--- config.mk ---
export PLATFORM = sky130hd
export DESIGN_NAME = alu_status_flag_register
export DESIGN_NICKNAME = d
export VERILOG_FILES = /design/src/shared/asfr_pkg.sv /design/src/hw/asfr_op_class.sv /design/src/hw/asfr_flag_calc.sv /design/src/hw/alu_status_flag_register.sv
export SDC_FILE = /design/constraint.sdc
export NUM_CORES = 1
export LEC_CHECK = 0
export BUFFER_PORTS_ARGS = -buffer_cell sky130_fd_sc_hd__buf_2
export CAP_MARGIN = 20
export CORE_ASPECT_RATIO = 0.5
export CORE_MARGIN = 2
export CORE_UTILIZATION = 45
export CTS_BUF_LIST = sky130_fd_sc_hd__clkbuf_8 sky130_fd_sc_hd__clkbuf_16
export DETAILED_ROUTE_END_ITERATION = 8
export PLACE_DENSITY = 0.79
export SYNTH_ARGS = -nofsm -noshare
export SYNTH_HDL_FRONTEND = slang
export SYNTH_SLANG_ARGS = --single-unit
export TNS_END_PERCENT = 10
--- constraint.sdc ---
create_clock -name core_clk_in -period 3.18 [get_ports core_clk_in]
set_clock_uncertainty 0.1 [all_clocks]
set_input_delay 0.318 -clock core_clk_in [delete_from_list [all_inputs] [get_ports core_clk_in]]
set_output_delay 0.318 -clock core_clk_in [all_outputs]
set_load 0.03 [all_outputs]
--- src/shared/asfr_pkg.sv ---
// condition flag register package: flag positions, register map, op codes
// assumes a 32-bit classic wishbone slave and an 8-bit alu datapath
package asfr_pkg;

	localparam int ASFR_DW     = 8;
	localparam int ASFR_FLAG_W = 5;

	// flag bit positions inside the register
	localparam int ASFR_BIT_CARRY = 0;
	localparam int ASFR_BIT_HALF  = 1;
	localparam int ASFR_BIT_ZERO  = 2;
	localparam int ASFR_BIT_WRAP  = 3;
	localparam int ASFR_BIT_NEG   = 4;

	// flags power up unknown on the part; this model picks all clear
	localparam logic [ASFR_FLAG_W-1:0] ASFR_FLAGS_RST = 5'h00;

	// byte offsets on the wishbone bus
	localparam logic [3:0] ASFR_OFS_FLAGS    = 4'h0;
	localparam logic [3:0] ASFR_OFS_RESULT   = 4'h4;
	localparam logic [3:0] ASFR_OFS_ACTIVITY = 4'h8;

	// fields of the activity register
	localparam int ASFR_ACT_OP_LSB      = 0;
	localparam int ASFR_ACT_DISCARD_LSB = 8;
	localparam int ASFR_ACT_UPDATE_LSB  = 16;

	localparam logic [ASFR_DW-1:0] ASFR_RESULT_RST = 8'h00;
	localparam logic [31:0]        ASFR_RD_ZERO    = 32'h0000_0000;

	typedef enum logic [3:0] {
		ASFR_ACCUMULATOR_PLUS_FILE_OP    = 4'h0,
		ASFR_ACCUMULATOR_PLUS_LITERAL_OP = 4'h1,
		ASFR_LITERAL_MINUS_ACCUMULATOR_OP = 4'h2,
		ASFR_FILE_MINUS_ACCUMULATOR_OP   = 4'h3,
		ASFR_AND_OP                      = 4'h4,
		ASFR_IOR_OP                      = 4'h5,
		ASFR_XOR_OP                      = 4'h6,
		ASFR_CLEAR_FILE_OP               = 4'h7,
		ASFR_BIT_CLEAR_OP                = 4'h8,
		ASFR_BIT_SET_OP                  = 4'h9,
		ASFR_NIBBLE_EXCHANGE_OP          = 4'ha,
		ASFR_FILE_COPY_OP                = 4'hb,
		ASFR_ACCUMULATOR_STORE_OP        = 4'hc,
		ASFR_ROTATE_RIGHT_CARRY_OP       = 4'hd,
		ASFR_ROTATE_LEFT_CARRY_OP        = 4'he,
		ASFR_PASS_OP                     = 4'hf
	} asfr_op_e;

	// which flags an operation owns; a zero mask leaves every flag alone unless the flag register is the destination
	function automatic logic [ASFR_FLAG_W-1:0] asfr_flag_mask(
		input asfr_op_e op);
		case (op)
			ASFR_ACCUMULATOR_PLUS_FILE_OP,
			ASFR_ACCUMULATOR_PLUS_LITERAL_OP,
			ASFR_LITERAL_MINUS_ACCUMULATOR_OP,
			ASFR_FILE_MINUS_ACCUMULATOR_OP: asfr_flag_mask = 5'h1f;
			ASFR_AND_OP,
			ASFR_IOR_OP,
			ASFR_XOR_OP:                    asfr_flag_mask = 5'h14;
			ASFR_CLEAR_FILE_OP:             asfr_flag_mask = 5'h04;
			ASFR_ROTATE_RIGHT_CARRY_OP,
			ASFR_ROTATE_LEFT_CARRY_OP:      asfr_flag_mask = 5'h15;
			default:                        asfr_flag_mask = 5'h00;
		endcase
	endfunction

endpackage

--- src/hw/asfr_op_class.sv ---
// operation classifier: flag ownership and result write-back decision
// assumes op code and destination select are valid together
`timescale 1ns/10ps
module asfr_op_class (
	input  wire asfr_pkg::asfr_op_e             op_in,
	input  wire logic                           dest_is_flags_in,
	output logic [asfr_pkg::ASFR_FLAG_W-1:0]    mask_out,
	output logic                                use_literal_out,
	output logic                                writes_result_out,
	output logic                                discard_out
);
	import asfr_pkg::*;

	always_comb begin
		mask_out = asfr_flag_mask(op_in);
		use_literal_out = (op_in == ASFR_ACCUMULATOR_PLUS_LITERAL_OP) ||
			(op_in == ASFR_LITERAL_MINUS_ACCUMULATOR_OP);
		// flag-owning op aimed at the flag register loses its result
		discard_out = dest_is_flags_in && (mask_out != 5'h00); // [RULE2]
		writes_result_out = !dest_is_flags_in;
	end

endmodule // asfr_op_class

--- src/hw/asfr_flag_calc.sv ---
// alu result and candidate flag values for one operation
// purely combinational; the caller merges flags through the op mask
`timescale 1ns/10ps
module asfr_flag_calc (
	input  wire asfr_pkg::asfr_op_e             op_in,
	input  wire logic [asfr_pkg::ASFR_DW-1:0]   acc_in,
	input  wire logic [asfr_pkg::ASFR_DW-1:0]   opnd_in,
	input  wire logic [2:0]                     bit_sel_in,
	input  wire logic                           carry_in,
	output logic [asfr_pkg::ASFR_DW-1:0]        result_out,
	output logic [asfr_pkg::ASFR_FLAG_W-1:0]    flags_out
);
	import asfr_pkg::*;

	// returns {wrap, half, carry, sum}
	function automatic logic [10:0] add8(input logic [7:0] a,
		input logic [7:0] b, input logic cin);
		logic [4:0] lo;
		logic [8:0] full;
		logic       wrap;
		lo   = {1'b0, a[3:0]} + {1'b0, b[3:0]} + {4'h0, cin};
		full = {1'b0, a} + {1'b0, b} + {8'h00, cin};
		wrap = (a[7] == b[7]) && (full[7] != a[7]); // [RULE6]
		add8 = {wrap, lo[4], full[8], full[7:0]}; // [RULE5]
	endfunction

	logic [10:0] sum_w;
	logic        rot_c;

	always_comb begin
		sum_w = 11'h000;
		rot_c = carry_in;
		result_out = opnd_in;
		case (op_in)
			ASFR_ACCUMULATOR_PLUS_FILE_OP,
			ASFR_ACCUMULATOR_PLUS_LITERAL_OP: begin
				sum_w = add8(opnd_in, acc_in, 1'b0);
				result_out = sum_w[7:0];
			end
			// subtract adds the two's complement: carries are inverted borrows
			ASFR_LITERAL_MINUS_ACCUMULATOR_OP,
			ASFR_FILE_MINUS_ACCUMULATOR_OP: begin
				sum_w = add8(opnd_in, ~acc_in, 1'b1); // [RULE5]
				result_out = sum_w[7:0];
			end
			ASFR_AND_OP:             result_out = opnd_in & acc_in;
			ASFR_IOR_OP:             result_out = opnd_in | acc_in;
			ASFR_XOR_OP:             result_out = opnd_in ^ acc_in;
			ASFR_CLEAR_FILE_OP:      result_out = 8'h00;
			ASFR_BIT_CLEAR_OP:
				result_out = opnd_in & ~(8'h01 << bit_sel_in);
			ASFR_BIT_SET_OP:
				result_out = opnd_in | (8'h01 << bit_sel_in);
			ASFR_NIBBLE_EXCHANGE_OP:
				result_out = {opnd_in[3:0], opnd_in[7:4]};
			ASFR_ACCUMULATOR_STORE_OP: result_out = acc_in;
			ASFR_ROTATE_RIGHT_CARRY_OP: begin
				result_out = {carry_in, opnd_in[7:1]};
				rot_c = opnd_in[0]; // [RULE7]
			end
			ASFR_ROTATE_LEFT_CARRY_OP: begin
				result_out = {opnd_in[6:0], carry_in};
				rot_c = opnd_in[7]; // [RULE7]
			end
			default:                 result_out = opnd_in;
		endcase
		flags_out = 5'h00;
		flags_out[ASFR_BIT_NEG]   = result_out[7]; // [RULE7]
		flags_out[ASFR_BIT_ZERO]  = (result_out == 8'h00); // [RULE7]
		flags_out[ASFR_BIT_WRAP]  = sum_w[10];
		flags_out[ASFR_BIT_HALF]  = sum_w[9];
		flags_out[ASFR_BIT_CARRY] = sum_w[8];
		if ((op_in == ASFR_ROTATE_RIGHT_CARRY_OP) ||
			(op_in == ASFR_ROTATE_LEFT_CARRY_OP)) begin
			flags_out[ASFR_BIT_CARRY] = rot_c;
		end
	end

endmodule // asfr_flag_calc

--- src/hw/alu_status_flag_register.sv ---
// arithmetic condition flag register with wishbone access and alu port
// assumes op inputs synchronous to core_clk_in, one op per valid cycle
// Operation
// [RULE1] flag register usable as any instruction operand
// [RULE2] flag-owning op into flags drops result
// [RULE3] clear into flags sets zero, keeps rest
// [RULE4] bit, swap, copy, store ops keep flags
// [RULE5] add/sub: half and full carry, inverted borrow
// [RULE6] wrap flag on signed two's complement overflow
// [RULE7] negative is bit 7, zero on zero, rotate carry
`timescale 1ns/10ps
module alu_status_flag_register #(
	parameter int CNT_W = 8
) (
	input  wire logic                           core_clk_in,
	input  wire logic                           rst_in,
	input  wire logic                           wb_cyc_in,
	input  wire logic                           wb_stb_in,
	input  wire logic                           wb_we_in,
	input  wire logic [3:0]                     wb_adr_in,
	input  wire logic [3:0]                     wb_sel_in,
	input  wire logic [31:0]                    wb_dat_in,
	output logic [31:0]                         wb_dat_out,
	output logic                                wb_ack_out,
	input  wire logic                           op_valid_in,
	input  wire asfr_pkg::asfr_op_e             op_code_in,
	input  wire logic [asfr_pkg::ASFR_DW-1:0]   acc_in,
	input  wire logic [asfr_pkg::ASFR_DW-1:0]   file_in,
	input  wire logic [asfr_pkg::ASFR_DW-1:0]   literal_in,
	input  wire logic [2:0]                     bit_sel_in,
	input  wire logic                           src_is_flags_in,
	input  wire logic                           dest_is_flags_in,
	output logic [asfr_pkg::ASFR_DW-1:0]        result_out,
	output logic                                result_valid_out,
	output logic [asfr_pkg::ASFR_DW-1:0]        flags_out
);
	import asfr_pkg::*;

	// counters share one 32-bit activity word at byte lanes 1 and 2
	if (CNT_W < 1 || CNT_W > 8) begin : g_cnt_w_check
		$error("CNT_W must lie between 1 and 8");
	end

	logic [ASFR_FLAG_W-1:0] flags_r;
	logic [ASFR_FLAG_W-1:0] flags_nxt;
	logic [ASFR_DW-1:0]     result_r;
	logic                   result_valid_r;
	logic                   ack_r;
	logic [31:0]            rd_data_r;
	logic [31:0]            rd_data_nxt;
	logic [CNT_W-1:0]       discard_cnt_r;
	logic [CNT_W-1:0]       update_cnt_r;
	logic [3:0]             last_op_r;
	logic [ASFR_DW-1:0]     flags_word;
	logic [ASFR_DW-1:0]     opnd;
	logic [ASFR_DW-1:0]     calc_result;
	logic [ASFR_FLAG_W-1:0] calc_flags;
	logic [ASFR_FLAG_W-1:0] op_mask;
	logic                   use_literal;
	logic                   writes_result;
	logic                   discard;
	logic                   bus_req;
	logic                   bus_wr;
	logic                   wr_flags;
	logic                   wr_activity;
	logic                   flag_update;

	// upper three bits are unimplemented and always read zero
	assign flags_word = {3'b000, flags_r};

	// the flag register feeds the file operand like any other register
	always_comb begin
		if (use_literal) begin
			opnd = literal_in;
		end else if (src_is_flags_in) begin
			opnd = flags_word; // [RULE1]
		end else begin
			opnd = file_in;
		end
	end

	asfr_op_class u_op_class (
		.op_in             (op_code_in),
		.dest_is_flags_in  (dest_is_flags_in),
		.mask_out          (op_mask),
		.use_literal_out   (use_literal),
		.writes_result_out (writes_result),
		.discard_out       (discard)
	);

	asfr_flag_calc u_flag_calc (
		.op_in      (op_code_in),
		.acc_in     (acc_in),
		.opnd_in    (opnd),
		.bit_sel_in (bit_sel_in),
		.carry_in   (flags_r[ASFR_BIT_CARRY]),
		.result_out (calc_result),
		.flags_out  (calc_flags)
	);

	// wishbone: ack one cycle after the strobe, writes land on the ack edge
	assign bus_req     = wb_cyc_in && wb_stb_in;
	assign bus_wr      = bus_req && wb_we_in && ack_r;
	assign wr_flags    = bus_wr && (wb_adr_in == ASFR_OFS_FLAGS) &&
		wb_sel_in[0];
	assign wr_activity = bus_wr && (wb_adr_in == ASFR_OFS_ACTIVITY) &&
		(wb_sel_in != 4'h0);
	assign flag_update = op_valid_in && (op_mask != 5'h00);

	always_ff @(posedge core_clk_in or posedge rst_in) begin
		if (rst_in) begin
			ack_r <= 1'b0;
		end else begin
			ack_r <= bus_req && !ack_r;
		end
	end

	always_comb begin
		rd_data_nxt = ASFR_RD_ZERO;
		case (wb_adr_in)
			ASFR_OFS_FLAGS:  rd_data_nxt[ASFR_DW-1:0] = flags_word; // [RULE1]
			ASFR_OFS_RESULT: rd_data_nxt[ASFR_DW-1:0] = result_r;
			ASFR_OFS_ACTIVITY: begin
				rd_data_nxt[ASFR_ACT_OP_LSB +: 4] = last_op_r;
				rd_data_nxt[ASFR_ACT_DISCARD_LSB +: CNT_W] = discard_cnt_r;
				rd_data_nxt[ASFR_ACT_UPDATE_LSB +: CNT_W] = update_cnt_r;
			end
			// unmapped offsets still ack, with zero data
			default:         rd_data_nxt = ASFR_RD_ZERO;
		endcase
	end

	always_ff @(posedge core_clk_in or posedge rst_in) begin
		if (rst_in) begin
			rd_data_r <= ASFR_RD_ZERO;
		end else if (bus_req && !ack_r) begin
			rd_data_r <= rd_data_nxt;
		end
	end

	// flag register: the alu wins over a software write in the same cycle,
	// since a lost hardware update would corrupt a branch decision
	always_comb begin
		flags_nxt = flags_r;
		if (wr_flags) begin
			flags_nxt = wb_dat_in[ASFR_FLAG_W-1:0]; // [RULE1]
		end
		if (op_valid_in) begin
			if (flag_update) begin
				// only owned flags move; clear into flags touches zero only
				flags_nxt = (flags_r & ~op_mask) |
					(calc_flags & op_mask); // [RULE2] [RULE3]
			end else if (dest_is_flags_in) begin
				// bit, swap, copy and store write the value itself
				flags_nxt = calc_result[ASFR_FLAG_W-1:0]; // [RULE4]
			end
		end
	end

	always_ff @(posedge core_clk_in or posedge rst_in) begin
		if (rst_in) begin
			flags_r <= ASFR_FLAGS_RST;
		end else begin
			flags_r <= flags_nxt;
		end
	end

	// result write-back towards the register file
	always_ff @(posedge core_clk_in or posedge rst_in) begin
		if (rst_in) begin
			result_r       <= ASFR_RESULT_RST;
			result_valid_r <= 1'b0;
		end else begin
			result_valid_r <= op_valid_in && writes_result;
			if (op_valid_in && writes_result) begin
				result_r <= calc_result;
			end
		end
	end

	// activity counters wrap; an event in the clearing cycle is kept
	always_ff @(posedge core_clk_in or posedge rst_in) begin
		if (rst_in) begin
			discard_cnt_r <= '0;
		end else if (wr_activity) begin
			discard_cnt_r <= CNT_W'(op_valid_in && discard);
		end else if (op_valid_in && discard) begin
			discard_cnt_r <= discard_cnt_r + CNT_W'(1);
		end
	end

	always_ff @(posedge core_clk_in or posedge rst_in) begin
		if (rst_in) begin
			update_cnt_r <= '0;
		end else if (wr_activity) begin
			update_cnt_r <= CNT_W'(flag_update);
		end else if (flag_update) begin
			update_cnt_r <= update_cnt_r + CNT_W'(1);
		end
	end

	always_ff @(posedge core_clk_in or posedge rst_in) begin
		if (rst_in) begin
			last_op_r <= 4'h0;
		end else if (op_valid_in) begin
			last_op_r <= op_code_in;
		end
	end

	// flags_out is the registered view, never the combinational next value
	always_ff @(posedge core_clk_in or posedge rst_in) begin
		if (rst_in) begin
			flags_out <= {3'b000, ASFR_FLAGS_RST};
		end else begin
			flags_out <= {3'b000, flags_nxt};
		end
	end

	assign wb_ack_out       = ack_r;
	assign wb_dat_out       = rd_data_r;
	assign result_out       = result_r;
	assign result_valid_out = result_valid_r;

endmodule // alu_status_flag_register

### Word-level counts from Yosys, hierarchy flattened

Memories as Yosys holds them, arrays and structs flattened.
Index checks and enable logic that the tools add are counted.

| operators by class | value |
|---|---|
| $add $sub $neg | 8 |
| equal/unequal tests | 19 |
| shift operators | 1 |
| mux-type cells | 17 |
| bitwise gates (word level) | 11 |
| reductions and logical operators | 27 |

Operators with widths:

| kind | number |
|---|---|
| 8-bit one-hot mux with 12 select lines | 1 |
| 8-bit 2-to-1 mux | 6 |
| 4-bit equality test, second input constant | 7 |
| 11-bit one-hot mux with 2 select lines | 1 |
| 4-bit by 3-bit equality test with 1-bit output, second input constant | 5 |
| 5-bit 2-to-1 mux | 4 |
| 8-bit by 8-bit adder with 9-bit output | 2 |
| 8-bit by 1-bit adder with 8-bit output, second input constant | 2 |
| 8-bit AND | 2 |
| 16-bit 2-to-1 mux | 1 |
| 8-bit inverter | 2 |
| 8-bit OR | 2 |
| 1-bit logical AND | 14 |
| 4-bit one-hot mux with 3 select lines | 1 |
| 4-bit by 4-bit adder with 5-bit output | 2 |
| 5-bit AND | 2 |
| 9-bit by 1-bit adder with 9-bit output, second input constant | 1 |
| 4-bit by 2-bit equality test with 1-bit output, second input constant | 2 |
| 4-bit zero test | 2 |
| 8-bit zero test | 1 |
| 4-bit one-hot mux with 2 select lines | 1 |
| 1-bit by 3-bit << shifter with 8-bit output, first input constant | 1 |
| 8-bit bitwise XOR | 1 |
| 5-bit by 1-bit adder with 5-bit output, second input constant | 1 |
| 13 further kinds | 19 |

| word-level totals | value |
|---|---|
| register bits | 59 |
| ROM bits | 80 |
| input port bits | 79 |
| word-level logic and storage cells | 92 |
| memories kept | 1 |

Memory list:

| name | words | bits a word | rd ports | clocked after memory_dff | wr ports | line | RTL |
|---|---|---|---|---|---|---|---|
| (no name shown) | 16 | 5 | 1 | 0 | 0 | asfr_pkg.sv:53 | `case (op)` |

### Depth between registers and ports, before layout

Gate-level depths: netlist of run 1.

| logic depth | value |
|---|---|
| depth in word-level cells | 13 |
| depth in mapped cells | 18 |
| gate-level depth less buffers | 17 |

### Modules after synthesis

A second synthesis of run 1 with hierarchy kept.

| unflattened totals | value |
|---|---|
| cell total of the unflattened synthesis | 598 |
| area total of the unflattened synthesis | 5152.4 um^2 |

By module, submodules not included:

| module | times used | cells each | area an instance (um^2) | seq. area each (um^2) |
|---|---|---|---|---|
| alu_status_flag_register | 1 | 288 | 3093.0 | 1476.4 |
| asfr_flag_calc | 1 | 294 | 1945.6 | 0.0 |
| asfr_op_class | 1 | 16 | 113.9 | 0.0 |

### Least setup slack after synthesis of run 1

No wires, ideal clock.

| timing path | value |
|---|---|
| path kind | input port to flip-flop |
| start point | input port op_code_in[0] |
| end point | register with a tool-made name |
| library setup time | 0.120 ns |
| arrival | 3.154 ns |
| required time | 2.960 ns |
| slack | -0.195 ns |
| stages | 14 |
| cell sequence | inv_1 -> ha_1 -> or2_4 -> nand2_4 -> o21ai_0 -> inv_1 -> ha_1 -> nand2b_1 -> a211oi_1 -> o21bai_1 -> a221o_1 -> o21ai_0 -> a211oi_2 -> a41o_1 |

RTL lines:

| what | line | RTL |
|---|---|---|
| from (decl) | alu_status_flag_register.sv:26 | `input wire asfr_pkg::asfr_op_e op_code_in,` |

==> metrics.log, run 1 <==
[metrics] area of the die: 0.0120 mm²
[metrics] number of buffers inserted during clock tree synthesis: 9
[metrics] Post-Syn Area: 0.00497 mm²
[metrics] Root Buffer Master: sky130_fd_sc_hd__clkbuf_16
[metrics] maximum vdd ir drop: 0.000280 V
[metrics] DRC violations left: 0
[metrics] cell area after layout: 0.00652 mm²
[metrics] mean instance size in the synthesized netlist: 8.09 µm²
[metrics] latest clock arrival within the worst-skew pair: 0.32 ns
[metrics] async set-or-reset flop fraction in the synthesized netlist: 100%
[metrics] Overall Global Routing Usage: 27.1%
[metrics] largest delay contributor family on the critical path: compound AO/OA/AOI/OAI gates
[metrics] TNS Setup: 0 ns
[metrics] total wire length: 16300 µm
[metrics] classification of the worst-slack hold path: input port to flip-flop
[metrics] Fmax achieved: 0.321 GHz
[metrics] final setup violating endpoints: 0
[metrics] Die Span X: 153 µm
[metrics] number of pins with negative max-slew slack in the final report: 0
[metrics] Slowest-stage cell, CP: sky130_fd_sc_hd__a221o_1
[metrics] HPWL after detailed placement: 12200 µm
[metrics] primary flip-flop cell chosen by synthesis mapping: sky130_fd_sc_hd__dfrtp_1
[metrics] Synth-to-Final Area Change: 31.0%
[metrics] number of enable flip-flop cells after synthesis: 0
[metrics] number of hold violations in the final report: 0
[metrics] instance count of the mapped netlist: 615
[metrics] vias per inst: 5.79
[metrics] Placeable Area: 0.0109 mm²
[metrics] Cell Rows: 27
[metrics] pre-CTS worst setup slack: -0.335 ns
[metrics] initial standard-cell utilization of the core: 45.7%
[metrics] #FFs+latches synth: 59
[metrics] vias post-DR: 5332
[metrics] total of buffers placed on input and output ports: 90
[metrics] number of distinct standard cells referenced by the synthesized netlist: 83
[metrics] DRT iter0 DRCs: 486
[metrics] last weighted congestion value of the routability-driven placer: 1.02
[metrics] Most common cell on crit path: sky130_fd_sc_hd__buf_6
[metrics] crit path max fanout: 5
[metrics] Max Cap Violations: 0
[metrics] via count of the first global-routing pass: 5151
[metrics] # H-tree levels: 3
[metrics] kind of launch point of the worst setup path: input port
[metrics] min cycle time layout: 3.12 ns
[metrics] worst-path cell chain: buf_4 > inv_2 > ha_2 > or2_4 > nand2_4 > buf_6 > mux2_4 > ha_4 > buf_6 > a211oi_4 > o21bai_1 > a221o_1 > nand2_1 > o21ai_1 > a211oi_2 > a41o_1
[metrics] TritonCTS clock tree: done
[metrics] share of the clock period used by the worst path: 98.1%
[metrics] Worst-path clk slew: 0.05 ns
[metrics] post-layout total power: 3.12 mW
[metrics] Critical path buffers and inverters: 4
[metrics] most common cell after layout, fill and taps aside: sky130_fd_sc_hd__buf_4
[metrics] per-cell routed wire length: 17.7 µm
[metrics] most frequent cells in the layout: 91 x sky130_fd_sc_hd__buf_4, 90 x sky130_fd_sc_hd__nand2_1, 89 x sky130_fd_sc_hd__buf_2
[metrics] fraction of final layout cells with drive strength greater than 1: 32.5%
[metrics] maximum number of pins on one net before global-route repair: 40
[metrics] wire length of the first global-routing pass: 25800 µm
[metrics] critical path class: input port to flip-flop
[metrics] Leakage Power: 3.13 nW
[metrics] endpoint arrival time on the critical path: 3.28 ns
[metrics] outcome: finished clean
[metrics] global route overflow: 0
[metrics] warnings from Yosys: 0
[metrics] Boundary Pins: 129
[metrics] Antenna Nets Post-Route: 0
[metrics] Final WS setup: 0.0608 ns
[metrics] CP required: 3.34 ns
[metrics] dpl cell area: 0.00605 mm²
[metrics] CP Capture Type: flip-flop
[metrics] Die Ht: 78.3 µm
[metrics] share of the yosys chip area belonging to registers: 29.7%
[metrics] first-pass iteration count of the detailed router: 7
[metrics] slowest cell delay on critical path: 0.36 ns
[metrics] number of antenna diodes: 0
[metrics] sinks on the clock net: 59
[metrics] normalized max-slew margin: 58.1%
[metrics] power density cells: 479 mW/mm²
[metrics] deepest clock path buffer count: 2
[metrics] final net count: 873
[metrics] pin slew with the least headroom to its limit: 0.627 ns
[metrics] antenna violations before repair: 0
[Yosys cell counts, types with 4 or more instances]
cell / n / share of area (%)
sky130_fd_sc_hd__nand2_1: 90 / 6.8
sky130_fd_sc_hd__dfrtp_1: 59 / 30
sky130_fd_sc_hd__o21ai_0: 52 / 5.2
sky130_fd_sc_hd__nor2_1: 42 / 3.2
sky130_fd_sc_hd__a21oi_1: 33 / 3.3
sky130_fd_sc_hd__nand3_1: 32 / 3.2
sky130_fd_sc_hd__inv_1: 26 / 2.0
sky130_fd_sc_hd__clkbuf_1: 23 / 1.7
sky130_fd_sc_hd__ha_1: 21 / 5.3
sky130_fd_sc_hd__mux2i_1: 16 / 3.2
sky130_fd_sc_hd__buf_4: 13 / 2.0
sky130_fd_sc_hd__nor2b_1: 13 / 1.6
sky130_fd_sc_hd__nand4_1: 12 / 1.5
sky130_fd_sc_hd__mux2_2: 11 / 2.5
sky130_fd_sc_hd__xnor2_1: 10 / 1.8
sky130_fd_sc_hd__nor3_1: 9 / 0.91
sky130_fd_sc_hd__o22ai_1: 9 / 1.1
sky130_fd_sc_hd__xor2_1: 8 / 1.4
sky130_fd_sc_hd__buf_2: 6 / 0.60
sky130_fd_sc_hd__nand2b_1: 6 / 0.75
sky130_fd_sc_hd__o211ai_1: 6 / 0.91
sky130_fd_sc_hd__or3_1: 6 / 0.75
sky130_fd_sc_hd__a21o_1: 5 / 0.75
sky130_fd_sc_hd__nand3b_1: 5 / 0.75
sky130_fd_sc_hd__nor3b_1: 5 / 0.75
sky130_fd_sc_hd__o21ai_1: 5 / 0.50
sky130_fd_sc_hd__and2_1: 4 / 0.50
sky130_fd_sc_hd__and3_1: 4 / 0.50
sky130_fd_sc_hd__buf_6: 4 / 0.91
sky130_fd_sc_hd__o21a_1: 4 / 0.60
[metrics by stage]
step / cells / hold slack, ns / util (%)
4_1_cts: 916 / 0.208 / 58.7
5_1_grt: 921 / 0.251 / 59.9
3_5_place_dp: 895 / 0.241 / 55.6
2_1_floorplan: 625 / 0.370 / -
3_3_place_gp: 895 / 0.236 / 55.6
6_report: 921 / 0.216 / 59.9
[cell type report]
class                      count  area [µm²]
clock buffer                  11         253
multi-input combinational    489        3310
clock inverter                 5        21.3
tap                          145         181
sequential                    59        1480
fill                         980        4360
inverter                      28         105
timing repair buffer         184        1170
[timing repair]
| action | CTS | global route |
|---|---|---|
| endpoints found under the setup margin | 1 | 5 |
| pin swaps | 9 | 16 |
| hold buffers | 1 | 0 |
| buffers inserted | 4 | 5 |
| hold endpoints to repair | 20 | 0 |
| gates resized for setup | 8 | 21 |
[final timing paths]
path | from | end | slack [ns] | depth (start not counted)
worst max-delay path | op_code_in[1] | flip-flop | 0.06 | 16
worst min-delay path | wb_dat_in[1] | flip-flop | 0.22 | 3
worst max register to register | flip-flop | flip-flop | 0.09 | 12
worst min register to register | wb_dat_out[12] | wb_dat_out[12] | 0.36 | 2
max in group asynchronous | rst_in | update_cnt_r[3] | 1.69 | 4
min in group asynchronous | rst_in | wb_dat_out[1] | 0.45 | 3
[kinds of logic after synthesis]
group,after synthesis,synth area share (%)
AO/OA/AOI/OAI,163,22.5
flip-flops,59,29.7
multiplexers,30,6.77
adder cells (fa/ha/maj),23,6.09
XOR/XNOR,19,3.50
buffers and inverters,77,7.57
other,1,0.0754
AND/OR/NAND/NOR,243,23.8
[routing by layer]
layer / vias up / wire, µm / track usage, %
met1: 2498 / 6810 / 34.9
met5: - / 0 / 0
li1: 2489 / - / -
met3: 51 / 1500 / 3.98
met4: 0 / 482 / 12.3
met2: 294 / 7490 / 45.7
[worst min-delay path: cells and delay by family]
kind / cells / cell delay [ns]
buffers and inverters: 1 / 0.08
AOI/OAI and AO/OA: 2 / 0.19
[power by group]
part | leakage, nW | internal, mW | switching (mW)
logic | 2.20 | 0.550 | 0.717
clock network | 0.149 | 0.556 | 0.304
registers | 0.775 | 0.872 | 0.123
[registers in the layout, summed over array words and instances, names as in the netlist, named ones only]
signal / flops
wb_ack_out: 1
result_valid_out: 1
last_op_r: 4
result_out: 8
update_cnt_r: 8
discard_cnt_r: 8
wb_dat_out: 24
(Power assumes the default switching activity.)
==> run 2, diff against run 1 <==
CORE_UTILIZATION = 54   (was 45)
PLACE_DENSITY = 0.9   (was 0.79)
SETUP_SLACK_MARGIN = 0.3   (was default)
==> run 2 against run 1 <==
The flow now finishes with violations (hold timing); worst setup slack better by 0.083 ns; first-iteration DRC count up 56%; largest cell class unchanged; non-clock buffer count up 1; via count up 3.8%; critical path type unchanged; combinational power up 4%; sequential share of layout area down 0.087 points; final area up 0.38%; register-to-register slack better by 0.07 ns.
==> metrics.log, run 2 (synthesis gave the netlist of run 1 again) <==
[metrics] outcome: finished with violations
[metrics] violated checks: hold timing
[metrics] vias per inst: 6.20
[metrics] maximum number of pins on one net before global-route repair: 35
[metrics] HPWL after detailed placement: 12100 µm
[metrics] count of cells along the worst register-to-register path: 13
[metrics] crit path max fanout: 5
[metrics] worst-path cell chain: buf_8 > inv_4 > ha_4 > or2_4 > nand2_4 > buf_8 > mux2_4 > ha_4 > a211oi_4 > o21bai_1 > a221o_1 > nand2_1 > o21ai_0 > a211oi_2 > a41o_1
[metrics] number of buffers inserted during clock tree synthesis: 9
[metrics] area of the die: 0.0100 mm²
[metrics] Root Buffer Master: sky130_fd_sc_hd__clkbuf_16
[metrics] total wire length: 17000 µm
[metrics] pre-CTS worst setup slack: -0.303 ns
[metrics] Die Span X: 140 µm
[metrics] classification of the worst-slack hold path: input port to async pin
[metrics] max FFs per register: 24
[metrics] final net count: 874
[metrics] deepest clock path buffer count: 2
[metrics] Antenna Nets Post-Route: 0
[metrics] initial standard-cell utilization of the core: 56.3%
[metrics] fraction of final layout cells with drive strength greater than 1: 33.2%
[metrics] most common cell after layout, fill and taps aside: sky130_fd_sc_hd__buf_4
[metrics] Overall Global Routing Usage: 34.1%
[metrics] first-pass iteration count of the detailed router: 8
[metrics] final setup violating endpoints: 0
[metrics] latest clock arrival within the worst-skew pair: 0.33 ns
[metrics] total of buffers placed on input and output ports: 90
[metrics] Placeable Area: 0.00883 mm²
[metrics] critical path class: input port to flip-flop
[metrics] Final WS setup: 0.144 ns
[metrics] min cycle time layout: 3.04 ns
[metrics] worst hold slack after final layout: -0.000418 ns
[metrics] per-cell routed wire length: 19.1 µm
[metrics] Fmax achieved: 0.329 GHz
[metrics] Leakage Power: 3.14 nW
[metrics] endpoint arrival time on the critical path: 3.20 ns
[metrics] CP required: 3.35 ns
[metrics] Synth-to-Final Area Change: 31.5%
[metrics] Die Ht: 71.9 µm
[metrics] antenna violations before repair: 0
[metrics] post-layout total power: 3.17 mW
[metrics] DRT iter0 DRCs: 757
[metrics] unrepaired setup endpoints after global routing: yes
[metrics] global route overflow: 0
[metrics] most frequent cells in the layout: 94 x sky130_fd_sc_hd__buf_4, 90 x sky130_fd_sc_hd__nand2_1, 88 x sky130_fd_sc_hd__buf_2
[metrics] power density cells: 485 mW/mm²
[metrics] kind of launch point of the worst setup path: input port
[metrics] Register-to-Register Setup Slack: 0.16 ns
[metrics] vias post-DR: 5535
[metrics] sinks on the clock net: 59
[metrics] # H-tree levels: 3
[metrics] last weighted congestion value of the routability-driven placer: 1.00
[metrics] Max Cap Violations: 0
[metrics] number of pins with negative max-slew slack in the final report: 0
[metrics] share of the clock period used by the worst path: 95.5%
[metrics] via count of the first global-routing pass: 5395
[metrics] post-route non-filler standard cell count: 893
[metrics] DRC violations left: 0
[metrics] number of hold violations in the final report: 4
[metrics] number of antenna diodes: 0
[metrics] Slowest-stage cell, CP: sky130_fd_sc_hd__a221o_1
[metrics] slowest cell delay on critical path: 0.40 ns
[metrics] normalized max-slew margin: 45.7%
[metrics] Cell Rows: 24
[metrics] maximum vdd ir drop: 0.000473 V
[metrics] post-placement cell count: 867
[metrics] TritonCTS clock tree: done
[metrics] Boundary Pins: 129
[metrics] CP Capture Type: flip-flop
[metrics] Worst-path clk slew: 0.05 ns
[metrics] pin slew with the least headroom to its limit: 0.813 ns
[metrics] wire length of the first global-routing pass: 27000 µm
==> run 2: cell count changes in the layout (fill, tap and decap cells not counted), sizes merged <==
cell / delta
clkinv: +1
dlygate4sd3: -1
buf: +2
clkbuf: -1
inv: -1
==> run 2: area by class of cell <==
cell class / instances / area (µm²)
Timing Repair Buffer: 185 / 1200
Inverter: 28 / 123
Multi-Input combinational cell: 489 / 3340
Fill cell: 651 / 2280
Clock buffer: 10 / 239
Clock inverter: 5 / 22.5
Sequential cell: 59 / 1480
Tap cell: 117 / 146
==> run 2: worst paths after layout <==
check                                  end      startpoint
max in group asynchronous  update_cnt_r[0]          rst_in
setup reg to reg                 flip-flop       flip-flop
hold / removal               wb_dat_out[1]          rst_in
hold reg to reg             wb_dat_out[20]  wb_dat_out[20]
min in group core_clk_in         flip-flop    wb_dat_in[1]
setup / recovery                 flip-flop   op_code_in[0]
==> run 2: timing repair <==
item | CTS | global route
setup buffers | 7 | 4
endpoints found under the setup margin | 9 | 8
pin swaps | 21 | 14
resized for setup | 29 | 10
hold buffers | 0 | 0
==> run 2: metal layers <==
| layer | global-route usage, % | routed length, µm | up-vias |
|---|---|---|---|
| met5 | 0 | 0 | - |
| met4 | 14.2 | 536 | 0 |
| met3 | 8.96 | 2030 | 58 |
| met2 | 58.8 | 8050 | 419 |
| met1 | 41.2 | 6430 | 2574 |
| li1 | - | - | 2484 |
==> run 2: stage by stage <==
| stage | TNS (ns) | cell area (µm²) | util, % |
|---|---|---|---|
| after detailed placement | -1.97 | 6050 | 68.6 |
| after floorplan | 0 | 5100 | - |
| after CTS | 0 | 6480 | 73.4 |
| final | 0 | 6540 | 74.1 |
| after global placement | -1.37 | 6050 | 68.6 |
| after global routing | 0 | 6540 | 74.1 |
==> run 2: where the power goes <==
| part | total, mW | switching, mW | internal [mW] | leakage, nW |
|---|---|---|---|---|
| combinational | 1.32 | 0.760 | 0.565 | 2.23 |
| sequential | 1.01 | 0.135 | 0.872 | 0.775 |
| clock | 0.842 | 0.310 | 0.532 | 0.140 |
==> run 2: worst max-delay path: cells and delay by family <==
family                   cells  cell delay, ns
adder cells (fa/ha/maj)      2            0.44
AO/OA/AOI/OAI                6            1.37
buffers and inverters        3            0.27
AND/OR/NAND/NOR              3            0.48
multiplexers                 1            0.32
